--- src/drive_limits_pkg.sv ---
// constants, object addresses and carrier types for the drive enable and current limit block
package drive_limits_pkg;

   // clock and timing
   localparam int CLK_PERIOD_NS = 25;
   localparam int MS_NS         = 1000000;
   localparam int MS_CYCLES     = MS_NS / CLK_PERIOD_NS;

   // object dictionary indices and sub-indices
   localparam logic [15:0] IDX_POLE_COUNT   = 16'h604d;
   localparam logic [15:0] IDX_OVERLOAD_LIM = 16'h6073;
   localparam logic [15:0] IDX_RATED_AMPS   = 16'h6075;
   localparam logic [15:0] IDX_MOTOR_REC    = 16'h6410;
   localparam logic [15:0] IDX_DRIVE_REC    = 16'h6510;
   localparam logic [7:0]  SUB_PLAIN        = 8'h00;
   localparam logic [7:0]  SUB_OVL_TIME     = 8'h03;
   localparam logic [7:0]  SUB_OVL_USAGE    = 8'h04;
   localparam logic [7:0]  SUB_ENABLE_SEL   = 8'h10;

   // reset values
   localparam logic [7:0]  POLE_COUNT_RST   = 8'h02;
   localparam logic [15:0] OVERLOAD_LIM_RST = 16'h07b0;
   localparam logic [31:0] RATED_AMPS_RST   = 32'h0000_0b36;
   localparam logic [15:0] OVL_TIME_RST     = 16'h07d0;
   localparam logic [15:0] ENABLE_SEL_RST   = 16'h0002;

   // value ranges and encodings
   localparam logic [7:0]  POLE_COUNT_MIN   = 8'h02;
   localparam logic [7:0]  POLE_COUNT_MAX   = 8'h80;
   localparam logic [15:0] OVL_TIME_MAX     = 16'h2710;
   localparam logic [15:0] ENABLE_SEL_MAX   = 16'h0002;
   localparam logic [15:0] ENABLE_SEL_PINS  = 16'h0000;
   localparam logic [15:0] ENABLE_SEL_SER   = 16'h0001;
   localparam logic [15:0] ENABLE_SEL_BUS   = 16'h0002;
   localparam logic [15:0] STOP_SPEED_RPM   = 16'h000a;
   localparam logic [9:0]  PERMILLE_FULL    = 10'h3e8;
   localparam logic [47:0] PERMILLE_SCALE   = 48'h0000_0000_03e8;

   // drive ratings, overridable at the top
   localparam logic [31:0] DRIVE_NOMINAL_MA = 32'h0000_1388;
   localparam logic [31:0] DRIVE_PEAK_MA    = 32'h0000_2710;

   typedef enum logic [1:0] {
      MODE_PROFILE_POS,
      MODE_PROFILE_VEL,
      MODE_TORQUE,
      MODE_OTHER
   } op_mode_e;

   typedef enum logic [1:0] {
      ST_OFF,
      ST_RUN,
      ST_RAMP
   } stage_state_e;

   typedef struct packed {
      logic [15:0] index;
      logic [7:0]  subindex;
      logic        wr;
      logic        rd;
      logic [31:0] wdata;
   } od_req_s;

   typedef struct packed {
      logic        ack;
      logic        error;
      logic [31:0] rdata;
   } od_rsp_s;

endpackage : drive_limits_pkg

--- src/overload_integrator.sv ---
// i2t utilisation integrator with overload clamp
`timescale 1ns/1ps
module overload_integrator (
   input  wire logic        clk_sys_i,
   input  wire logic        rst_n_i,
   input  wire logic        ce_i,
   input  wire logic        ms_tick_i,
   input  wire logic        over_i,
   input  wire logic [15:0] time_ms_i,
   output logic      [9:0]  usage_o,
   output logic             clamp_o
);

   logic [9:0]  pending_reg;
   logic [9:0]  pending_next;
   logic        dir_up_reg;
   logic        dir_up_next;
   logic [15:0] frac_reg;
   logic [15:0] frac_next;
   logic [9:0]  usage_reg;
   logic [9:0]  usage_next;
   logic        clamp_reg;
   logic        clamp_next;

   // each ms spreads 1000 unit steps over cycles, one per cycle;
   // usage rises by one every time_ms steps, so it reaches 1000 after
   // exactly time_ms ms of overload without a divider
   always_comb begin
      pending_next = pending_reg;
      dir_up_next  = dir_up_reg;
      frac_next    = frac_reg;
      usage_next   = usage_reg;
      clamp_next   = clamp_reg;
      if (ms_tick_i) begin
         pending_next = drive_limits_pkg::PERMILLE_FULL;
         dir_up_next  = over_i;
      end else if (pending_reg != 10'h000) begin
         pending_next = pending_reg - 10'h001;
         if (frac_reg + 16'h0001 >= time_ms_i) begin
            frac_next = 16'h0000;
            if (dir_up_reg && usage_reg != drive_limits_pkg::PERMILLE_FULL)
               usage_next = usage_reg + 10'h001;
            else if (!dir_up_reg && usage_reg != 10'h000)
               usage_next = usage_reg - 10'h001;
         end else begin
            frac_next = frac_reg + 16'h0001;
         end
      end
      // clamp holds until the motor has fully cooled back to zero
      if (usage_reg == drive_limits_pkg::PERMILLE_FULL)
         clamp_next = 1'b1;
      else if (usage_reg == 10'h000)
         clamp_next = 1'b0;
   end

   always_ff @(posedge clk_sys_i) begin
      if (!rst_n_i) begin
         pending_reg <= 10'h000;
         dir_up_reg  <= 1'b0;
         frac_reg    <= 16'h0000;
         usage_reg   <= 10'h000;
         clamp_reg   <= 1'b0;
      end else if (ce_i) begin
         pending_reg <= pending_next;
         dir_up_reg  <= dir_up_next;
         frac_reg    <= frac_next;
         usage_reg   <= usage_next;
         clamp_reg   <= clamp_next;
      end
   end

   assign usage_o = usage_reg;
   assign clamp_o = clamp_reg;

endmodule : overload_integrator

--- src/drive_enable_limits.sv ---
// power stage enable gating and motor current limit parameters
//
// Overview of operation
// stage may run only while power-stage and controller enables are both set
// power-stage enable gates transistor triggers directly; losing it coasts (here it turns stage off and locks brake at once)
// profile modes: lost enable ramps down, stage off and brake below 10 rpm
// torque mode: lost enable switches stage off and locks brake at once
// enable source select 0 pins, 1 adds serial, 2 adds bus; resets to 2
// rated current in mA RMS, above drive nominal rejected, default 2870
// overload limit in per mille of rated, capped by drive peak, default 1968
// host sets rated current first and rewrites overload limit after it
// pole count integer 2 to 128, default 2, twice the pole pairs
// after overload time at overload current, clamp current to rated
// overload time in ms, range 0 to 10000, default 2000
// present i2t utilisation readable in per mille, read only
// controller enable is AND of both pins and selected serial/bus bit
`timescale 1ns/1ps
module drive_enable_limits #(
   parameter int          MS_CYCLES        = drive_limits_pkg::MS_CYCLES,
   parameter logic [31:0] DRIVE_NOMINAL_MA = drive_limits_pkg::DRIVE_NOMINAL_MA,
   parameter logic [31:0] DRIVE_PEAK_MA    = drive_limits_pkg::DRIVE_PEAK_MA
) (
   input  wire logic                      clk_sys_i,
   input  wire logic                      rst_n_i,
   input  wire logic                      ce_i,
   input  wire logic                      en_power_stage_i,
   input  wire logic                      en_controller_i,
   input  wire logic                      serial_enable_i,
   input  wire logic                      bus_enable_i,
   input  wire logic [1:0]                op_mode_i,
   input  wire logic [15:0]               speed_rpm_i,
   input  wire logic [31:0]               motor_current_ma_i,
   input  wire drive_limits_pkg::od_req_s od_req_i,
   output drive_limits_pkg::od_rsp_s      od_rsp_o,
   output logic                           stage_on_o,
   output logic                           gate_enable_o,
   output logic                           brake_ramp_o,
   output logic                           brake_lock_o,
   output logic [31:0]                    current_limit_ma_o
);

   // address match for one object entry
   function automatic logic od_hit(input drive_limits_pkg::od_req_s req,
                                   input logic [15:0] idx,
                                   input logic [7:0]  sub);
      od_hit = (req.index == idx) && (req.subindex == sub);
   endfunction : od_hit

   // pin synchronisers, first stage read only by the second
   logic ps_meta_reg;
   logic ps_sync_reg;
   logic ctl_meta_reg;
   logic ctl_sync_reg;

   always_ff @(posedge clk_sys_i) begin
      if (!rst_n_i) begin
         ps_meta_reg  <= 1'b0;
         ps_sync_reg  <= 1'b0;
         ctl_meta_reg <= 1'b0;
         ctl_sync_reg <= 1'b0;
      end else if (ce_i) begin
         ps_meta_reg  <= en_power_stage_i;
         ps_sync_reg  <= ps_meta_reg;
         ctl_meta_reg <= en_controller_i;
         ctl_sync_reg <= ctl_meta_reg;
      end
   end

   // parameter registers
   logic [7:0]              pole_reg;
   logic [7:0]              pole_next;
   logic [15:0]             ovl_lim_reg;
   logic [15:0]             ovl_lim_next;
   logic [31:0]             rated_reg;
   logic [31:0]             rated_next;
   logic [15:0]             ovl_time_reg;
   logic [15:0]             ovl_time_next;
   logic [15:0]             en_sel_reg;
   logic [15:0]             en_sel_next;
   drive_limits_pkg::od_rsp_s rsp_reg;
   drive_limits_pkg::od_rsp_s rsp_next;
   logic [9:0]              usage;
   logic                    clamp;
   logic [47:0]             peak_scaled;

   assign peak_scaled = {16'h0000, DRIVE_PEAK_MA}
                        * drive_limits_pkg::PERMILLE_SCALE;

   // object access: one request per cycle, answered the next cycle;
   // an out-of-range write is refused and leaves the value untouched
   always_comb begin
      pole_next     = pole_reg;
      ovl_lim_next  = ovl_lim_reg;
      rated_next    = rated_reg;
      ovl_time_next = ovl_time_reg;
      en_sel_next   = en_sel_reg;
      rsp_next      = '0;
      if (od_req_i.wr || od_req_i.rd) begin
         rsp_next.ack = 1'b1;
         if (od_hit(od_req_i, drive_limits_pkg::IDX_POLE_COUNT,
                    drive_limits_pkg::SUB_PLAIN)) begin
            rsp_next.rdata = {24'h000000, pole_reg};
            if (od_req_i.wr) begin
               if (od_req_i.wdata >= {24'h000000, drive_limits_pkg::POLE_COUNT_MIN}
                   && od_req_i.wdata <= {24'h000000, drive_limits_pkg::POLE_COUNT_MAX})
                  pole_next = od_req_i.wdata[7:0];
               else
                  rsp_next.error = 1'b1;
            end
         end else if (od_hit(od_req_i, drive_limits_pkg::IDX_OVERLOAD_LIM,
                             drive_limits_pkg::SUB_PLAIN)) begin
            rsp_next.rdata = {16'h0000, ovl_lim_reg};
            if (od_req_i.wr) begin
               // product of rated and limit must stay within peak current
               if (od_req_i.wdata[31:16] == 16'h0000
                   && rated_reg * od_req_i.wdata[15:0] <= peak_scaled)
                  ovl_lim_next = od_req_i.wdata[15:0];
               else
                  rsp_next.error = 1'b1;
            end
         end else if (od_hit(od_req_i, drive_limits_pkg::IDX_RATED_AMPS,
                             drive_limits_pkg::SUB_PLAIN)) begin
            rsp_next.rdata = rated_reg;
            if (od_req_i.wr) begin
               if (od_req_i.wdata <= DRIVE_NOMINAL_MA)
                  rated_next = od_req_i.wdata;
               else
                  rsp_next.error = 1'b1;
            end
         end else if (od_hit(od_req_i, drive_limits_pkg::IDX_MOTOR_REC,
                             drive_limits_pkg::SUB_OVL_TIME)) begin
            rsp_next.rdata = {16'h0000, ovl_time_reg};
            if (od_req_i.wr) begin
               if (od_req_i.wdata <= {16'h0000, drive_limits_pkg::OVL_TIME_MAX})
                  ovl_time_next = od_req_i.wdata[15:0];
               else
                  rsp_next.error = 1'b1;
            end
         end else if (od_hit(od_req_i, drive_limits_pkg::IDX_MOTOR_REC,
                             drive_limits_pkg::SUB_OVL_USAGE)) begin
            rsp_next.rdata = {22'h000000, usage};
            if (od_req_i.wr)
               rsp_next.error = 1'b1; // read-only object
         end else if (od_hit(od_req_i, drive_limits_pkg::IDX_DRIVE_REC,
                             drive_limits_pkg::SUB_ENABLE_SEL)) begin
            rsp_next.rdata = {16'h0000, en_sel_reg};
            if (od_req_i.wr) begin
               if (od_req_i.wdata <= {16'h0000, drive_limits_pkg::ENABLE_SEL_MAX})
                  en_sel_next = od_req_i.wdata[15:0];
               else
                  rsp_next.error = 1'b1;
            end
         end else begin
            rsp_next.error = 1'b1; // unknown object
         end
      end
   end

   always_ff @(posedge clk_sys_i) begin
      if (!rst_n_i) begin
         pole_reg     <= drive_limits_pkg::POLE_COUNT_RST;
         ovl_lim_reg  <= drive_limits_pkg::OVERLOAD_LIM_RST;
         rated_reg    <= drive_limits_pkg::RATED_AMPS_RST;
         ovl_time_reg <= drive_limits_pkg::OVL_TIME_RST;
         en_sel_reg   <= drive_limits_pkg::ENABLE_SEL_RST;
         rsp_reg      <= '0;
      end else if (ce_i) begin
         pole_reg     <= pole_next;
         ovl_lim_reg  <= ovl_lim_next;
         rated_reg    <= rated_next;
         ovl_time_reg <= ovl_time_next;
         en_sel_reg   <= en_sel_next;
         rsp_reg      <= rsp_next;
      end
   end

   // effective controller enable from pins and selected source
   logic extra_en;
   logic ctl_enable;

   always_comb begin
      case (en_sel_reg)
         drive_limits_pkg::ENABLE_SEL_SER: extra_en = serial_enable_i;
         drive_limits_pkg::ENABLE_SEL_BUS: extra_en = bus_enable_i;
         default:                          extra_en = 1'b1;
      endcase
      ctl_enable = ps_sync_reg && ctl_sync_reg && extra_en;
   end

   // stage state machine
   drive_limits_pkg::stage_state_e st_reg;
   drive_limits_pkg::stage_state_e st_next;
   logic                          gate_next;

   always_comb begin
      st_next = st_reg;
      case (st_reg)
         drive_limits_pkg::ST_OFF: begin
            if (ctl_enable)
               st_next = drive_limits_pkg::ST_RUN;
         end
         drive_limits_pkg::ST_RUN: begin
            if (!ps_sync_reg)
               st_next = drive_limits_pkg::ST_OFF;
            else if (!ctl_enable) begin
               if (op_mode_i == drive_limits_pkg::MODE_TORQUE)
                  st_next = drive_limits_pkg::ST_OFF;
               else
                  st_next = drive_limits_pkg::ST_RAMP;
            end
         end
         drive_limits_pkg::ST_RAMP: begin
            // a new enable mid-ramp waits until the stage is off first
            if (!ps_sync_reg
                || speed_rpm_i < drive_limits_pkg::STOP_SPEED_RPM)
               st_next = drive_limits_pkg::ST_OFF;
         end
         default: st_next = drive_limits_pkg::ST_OFF;
      endcase
      // triggers follow the synchronised pin, not the sequencer alone
      gate_next = (st_next != drive_limits_pkg::ST_OFF)
                  && ps_sync_reg;
   end

   always_ff @(posedge clk_sys_i) begin
      if (!rst_n_i) begin
         st_reg        <= drive_limits_pkg::ST_OFF;
         stage_on_o    <= 1'b0;
         gate_enable_o <= 1'b0;
         brake_ramp_o  <= 1'b0;
         brake_lock_o  <= 1'b1;
      end else if (ce_i) begin
         st_reg        <= st_next;
         stage_on_o    <= st_next != drive_limits_pkg::ST_OFF;
         gate_enable_o <= gate_next;
         brake_ramp_o  <= st_next == drive_limits_pkg::ST_RAMP;
         brake_lock_o  <= st_next == drive_limits_pkg::ST_OFF;
      end
   end

   // millisecond tick for the i2t integrator
   logic [31:0] ms_cnt_reg;
   logic [31:0] ms_cnt_next;
   logic        ms_tick;

   always_comb begin
      ms_tick     = ms_cnt_reg == 32'(MS_CYCLES - 1);
      ms_cnt_next = ms_tick ? 32'h0000_0000 : ms_cnt_reg + 32'h0000_0001;
   end

   always_ff @(posedge clk_sys_i) begin
      if (!rst_n_i)
         ms_cnt_reg <= 32'h0000_0000;
      else if (ce_i)
         ms_cnt_reg <= ms_cnt_next;
   end

   overload_integrator u_integrator (
      .clk_sys_i (clk_sys_i),
      .rst_n_i   (rst_n_i),
      .ce_i      (ce_i),
      .ms_tick_i (ms_tick),
      .over_i    (motor_current_ma_i > rated_reg),
      .time_ms_i (ovl_time_reg),
      .usage_o   (usage),
      .clamp_o   (clamp)
   );

   // current limit: overload level until the i2t time runs out
   logic [47:0] ovl_ma;
   logic [31:0] limit_next;

   always_comb begin
      ovl_ma     = (rated_reg * ovl_lim_reg) / drive_limits_pkg::PERMILLE_SCALE;
      limit_next = clamp ? rated_reg : ovl_ma[31:0];
   end

   always_ff @(posedge clk_sys_i) begin
      if (!rst_n_i)
         current_limit_ma_o <= 32'h0000_0000;
      else if (ce_i)
         current_limit_ma_o <= limit_next;
   end

   assign od_rsp_o = rsp_reg;

endmodule : drive_enable_limits

--- config.mk ---
export PLATFORM = sky130hd
export DESIGN_NAME = drive_enable_limits
export DESIGN_NICKNAME = d
export VERILOG_FILES = /design/src/drive_limits_pkg.sv /design/src/overload_integrator.sv /design/src/drive_enable_limits.sv
export SDC_FILE = /design/constraint.sdc
export NUM_CORES = 2
export LEC_CHECK = 0
export BUFFER_PORTS_ARGS = -buffer_cell sky130_fd_sc_hd__buf_2
export CAP_MARGIN = 20
export CORE_MARGIN = 10
export CORE_UTILIZATION = 66
export CTS_CLUSTER_SIZE = 25
export DETAILED_ROUTE_END_ITERATION = 8
export PLACE_DENSITY_LB_ADDON = 0.1
export SYNTH_ARGS = -nofsm -noshare
export SYNTH_HDL_FRONTEND = slang
export SYNTH_SLANG_ARGS = --single-unit
export TNS_END_PERCENT = 10
--- constraint.sdc ---
create_clock -name clk_sys_i -period 52.8 [get_ports clk_sys_i]
set_clock_uncertainty 0.1 [all_clocks]
set_input_delay 5.28 -clock clk_sys_i [delete_from_list [all_inputs] [get_ports clk_sys_i]]
set_output_delay 5.28 -clock clk_sys_i [all_outputs]
set_load 0.05 [all_outputs]
## After elaboration in Yosys (flattened, before gate mapping)

Cells that the tools add are included.
W data, S select, Z words.

- Divide/modulo/power cells: 1
- Bitwise logic cells: 6
- Reduce and logical (&&, ||, !) cells: 38
- $add $sub $neg: 5
- Equality and inequality tests: 17
- Multiply operators: 2
- Muxes and demuxes: 35
- $lt $le $gt $ge: 9

Operators with widths:

| kind | number |
|---|---|
| $mux W33 | 5 |
| $mul A32 B16 Y48 | 2 |
| $eq A16 B15 Y1 const B | 5 |
| $mux W32 | 2 |
| $div A48 B10 Y48 const B | 1 |
| $le A48 B24 Y1 const B | 1 |
| $mux W10 | 4 |
| $mux W34 | 1 |
| $add A32 B1 Y32 const B | 1 |
| $eq A32 B16 Y1 const B | 1 |
| $ge A32 B2 Y1 const B | 1 |
| $gt A32 B32 Y1 | 1 |
| $le A32 B13 Y1 const B | 1 |
| $le A32 B14 Y1 const B | 1 |
| $le A32 B2 Y1 const B | 1 |
| $le A32 B8 Y1 const B | 1 |
| $mux W16 | 2 |
| $reduce_bool A10 Y1 | 2 |
| $sub A10 B1 Y10 const B | 2 |
| $add A16 B1 Y16 const B | 1 |
| $eq A16 B1 Y1 const B | 1 |
| $eq A16 B2 Y1 const B | 1 |
| $ge A16 B16 Y1 | 1 |
| $logic_not A16 Y1 | 1 |
| other kinds (28) | 73 |

- Output and inout bits: 70
- Bits in registers: 234

## Logic depth before layout (Yosys ltp)

- Word-level depth: 10
- Depth in mapped cells: 139
- Depth with buffers taken out: 114

## Cells and area by module

A second synthesis with hierarchy kept.

- Cells, all modules: 7059
- Area, all modules: 58073.2 µm²

Modules (own cells, without submodules):

| module | cells each | instances | area an instance (µm²) |
|---|---|---|---|
| drive_enable_limits | 6726 | 1 | 55409.4 |
| overload_integrator | 333 | 1 | 2663.8 |

## Worst setup path after synthesis

OpenSTA, ideal clock, no wires.

- Kind: register to register
- Start point: reg rated_reg[18]
- End point: reg current_limit_ma_o[0]
- Stages on the path, launching flop included: 130
- Period minus slack after synthesis: 31.703 ns
- Arrival: 31.483 ns
- Path buffers: 17
- Slack: 21.097 ns
- Data required time: 52.580 ns
- Cells stage by stage: dfxtp_1 -> clkbuf_1 -> clkbuf_1 -> nand2_1 -> fa_1 -> inv_1 -> fa_1 -> inv_1 -> fa_1 -> inv_1 -> fa_1 -> inv_1 -> fa_1 -> inv_1 -> fa_1 -> ha_1 -> clkbuf_1 -> nand4_1 -> [94 not listed] -> xor2_2 -> nand3_1 -> o21a_1 -> buf_4 -> a211o_1 -> a2111oi_4 -> a21oi_4 -> o2111a_1 -> o211ai_2 -> a21oi_2 -> or3b_1 -> a22oi_1 -> o21ai_1 -> xnor2_2 -> and4_1 -> nor3_1 -> o2bb2ai_1 -> o2bb2ai_1

- Word-level cells in the longest chain between the ends: 3

RTL lines:

| what | RTL line | RTL |
|---|---|---|
| start: declaration | drive_enable_limits.sv:74 | `logic [31:0] rated_reg;` |
| start signal: assignment | drive_enable_limits.sv:163 | `rated_reg <= drive_limits_pkg::RATED_AMPS_RST;` |
| start signal: assignment | drive_enable_limits.sv:170 | `rated_reg <= rated_next;` |
| $mul A32 B16 Y48 | drive_enable_limits.sv:274 | `ovl_ma = (rated_reg * ovl_lim_reg) / drive_limits_pkg::PERMILLE_SCALE;` |
| $div A48 B10 Y48 | drive_enable_limits.sv:274 |  |
| $mux W32 | drive_enable_limits.sv:275 | `limit_next = clamp ? rated_reg : ovl_ma[31:0];` |
| end signal: assignment | drive_enable_limits.sv:282 | `current_limit_ma_o <= limit_next;` |
| end: declaration | drive_enable_limits.sv:39 | `output logic [31:0] current_limit_ma_o` |

Every way passes these cells.
A chain may end at the register's enable or synchronous reset.

## Final worst setup path

Same ends and word-level chain as after synthesis.

==> results by group <==
Finish
  – Non-filler cells, final: 7819
  – Final instance area: roughly 58000 µm²
  – Proportion of layout cells with a drive suffix above 1: 7.14%
  – Area grow syn2layout: 3.77%
  – Max reg flops: 34
  – ANT cells: 0
  – # nets final: 7973

Logic synthesis
  – Post-Syn Nets: 8101
  – Synth Instances: 6850
  – EDFF count, synth: 0
  – Asr flop ratio synth: 0%
  – Sequential cell area fraction in the yosys report: 8.42%
  – Synth unique cells: 140
  – Yosys reg bits: ~230
  – Post-Syn Area: 55600 µm²
  – Most used DFF post-synth: dfxtp_1
  – Syn_area_per_cell: ~8.1 µm²
  – Synth warnings: 0

Placement
  – Post-DP Area: between 50000 and 60000 µm²
  – Gp weighted congestion: 0.967
  – DP Wirelength: 116000 µm
  – IO Port Bufs: ~180
  – Dpl cells: 7767

Timing
  – Final Hold Viols: 0
  – Relative slew slack: between 20% and 30%
  – Pins over their slew limit: 0
  – Final Setup Violations: 0
  – Fin Setup TNS: 0 ps
  – RSZ-0062 raised after global routing: false
  – WHS: 357 ps
  – Final min period: ~40000 ps
  – Period Utilization, post-route: 78.0%
  – F_max: 0.0243 GHz
  – Worst-margin pin slew: 1120 ps

Setup path
  – CP Launch Type: register
  – Crit path DAT: 41580 ps
  – Critical path class: reg -> reg
  – Crit path max fanout: 26
  – Worst Path Required: about 53000 ps
  – R2R Setup Slk: 11620 ps
  – CP endpoint kind: register
  – CP max-delay cell: o41ai_2
  – Worst path max stage delay: 920 ps

Clocking
  – Post-cts sizing count: 0
  – H-tree depth: 1
  – Hold_buf cts: 0
  – TritonCTS Buffers: 27
  – CTS tree: yes
  – Post-CTS Setup Bufs: 0
  – Root cell of the clock tree: clkbuf_16
  – Worst-case clock buffer depth: 3
  – Clock latency on the worst-skew pair: around 570 ps
  – Clock slew at reported path FFs: 60 ps
  – Clock sink total: approximately 230

Min path
  – Hold crit path type: reg -> reg

Floorplanning
  – IO Pins: 185
  – Core area: 83600 µm²
  – Rows: 106
  – Die area: 96300 µm²
  – Die Wd: 310 µm
  – Die height: between 300 and 400 µm
  – Starting Density: between 60% and 70%

Drt
  – Via count: 49000
  – Met2 WL post-DR: 73100 µm
  – Drt drc: 0
  – Drt total wl: 158000 µm
  – Routed length per instance: ~20 µm
  – Drt first-iter violations: 3987
  – Max layer used: met5
  – 1st-pass router iterations: 8
  – Met3 Wirelength: 15300 µm
  – Detail Route Antenna Nets: 0
  – Drt via density: 6.27
  – Metal-1 WL: 62900 µm

Run status
  – Outcome: finished, final reports clean

GRT
  – Initial antenna violation count: 3
  – First-pass GRT wire length: 259000 µm
  – Pin count of the biggest net entering global routing: 79
  – Gr usage total: 33.1%
  – Grt ovf: 0
  – Vias in the first global route: between 40000 and 50000

Pwr
  – IR drop worst, VDD: 0.0257 mV
  – Power Dens Cells: 11.9 nW/µm²
  – Lkg Pwr: about 27 nW

Job
  – Max-cap violations: 0
report_power, final:
| group | internal, mW | switching [mW] |
|---|---|---|
| sequential | 0.181 | 0.00367 |
| clock | 0.110 | 0.0806 |
| combinational | 0.135 | 0.176 |
per-layer routing:
layer | track usage (%) | up-vias
met5 | 0 | -
li1 | - | 22300
met1 | 42.9 | 24100
met4 | 13.2 | 6
met3 | 6.25 | 412
met2 | 54.2 | 2219
stage by stage:
| stage | util, % | power (mW) | setup slack (ps) |
|---|---|---|---|
| after floorplan | - | 0.426 | 21100 |
| after global placement | 68.0 | 0.486 | 12830 |
| after detailed placement | 68.0 | 0.498 | 12600 |
| after CTS | 69.0 | 0.690 | 12530 |
| after global routing | 69.1 | 0.739 | 8530 |
| final | 69.1 | 0.686 | 11620 |
layout make-up:
type	instances	area, µm²
clock buffers	32	734
multi-input cells	5261	45800
flip-flops and latches	234	4700
inverters	938	3520
clock inverters	14	154
fillers	7026	25800
repair buffers	260	1500
well taps	1080	1350
Yosys cell counts, types with 16 or more instances:
cell / count / area (µm²)
fa_1: 837 / 16800
o21a_1: 60 / 450
and3_1: 85 / 532
o211ai_1: 52 / 390
a221oi_1: 22 / 193
a31oi_1: 45 / 282
nor4_1: 45 / 282
dfxtp_1: 234 / 4680
or3_1: 31 / 194
nand2_1: 977 / 3670
o21ai_1: 48 / 240
o2111ai_1: 23 / 201
o21ai_0: 200 / 1000
a21oi_1: 256 / 1280
or2_2: 22 / 138
nand3_1: 88 / 440
o22ai_1: 27 / 169
nor3_1: 98 / 490
xnor2_1: 140 / 1230
a21boi_0: 20 / 150
buf_2: 39 / 195
o31a_1: 16 / 140
o221ai_1: 19 / 166
o31ai_1: 24 / 180
clkbuf_1: 360 / 1350
mux2i_1: 141 / 1410
and4_1: 18 / 158
xor2_1: 97 / 850
inv_1: 936 / 3510
nor2_1: 309 / 1160
a211oi_1: 37 / 278
a21o_1: 74 / 556
o21bai_1: 26 / 195
and2_1: 427 / 2670
mux2_2: 22 / 248
a22oi_1: 36 / 270
nand4_1: 56 / 350
ha_1: 299 / 3740
nand2b_1: 44 / 275
nor2b_1: 152 / 951
placed cells by master, fill, tap and decap left out, types with 45 or more instances in the layout:
cell type and instances:
a21o_1 74, a21oi_1 256, a31oi_1 45, and2_1 427, and3_1 85, buf_2 182
buf_4 76, dfxtp_1 224, fa_1 837, ha_1 299, inv_1 936, mux2i_1 141
nand2_1 977, nand3_1 88, nand4_1 56, nor2_1 308, nor2b_1 152, nor3_1 98
nor4_1 45, o211ai_1 52, o21a_1 60, o21ai_0 200, o21ai_1 48, xnor2_1 140
xor2_1 97
path summary, 6_finish.rpt:
path                            cells past startpoint                  startpoint                                  to
worst max-delay path                              113  rated_reg[18]$_SDFFE_PN0P_  current_limit_ma_o[0]$_SDFFE_PN0P_
worst min-delay path                                1   brake_lock_o$_SDFFE_PN1P_           brake_lock_o$_SDFFE_PN1P_
worst max register to register                    113  rated_reg[18]$_SDFFE_PN0P_  current_limit_ma_o[0]$_SDFFE_PN0P_
worst min register to register                      1   brake_lock_o$_SDFFE_PN1P_           brake_lock_o$_SDFFE_PN1P_
cell families (layout without fill, tap and decap cells):
kind of cell / count (synthesis) / in the layout / share of synthesized area [%]
XOR/XNOR: 244 / 244 / 3.94
AND/OR/NAND/NOR: 2450 / 2450 / 21.8
multiplexers: 171 / 171 / 3.19
buffers and inverters: 1355 / 1244 / 9.31
AO/OA/AOI/OAI: 1247 / 1247 / 16.2
flip-flops: 234 / 234 / 8.42
adder cells (fa/ha/maj): 1149 / 1149 / 37.1
worst max-delay path, delay by kind of cell, from the launching register on:
family                     cells  cell delay, ps
AOI/OAI and AO/OA             57           21870
adders and majority gates      7            3650
buffers and inverters          6             800
and+or+nand+nor               30            7590
DFF                            1             900
xor gates and xnor gates       3            1620
muxes                         10            4550
No activity file was read; power rests on OpenSTA's default activity.
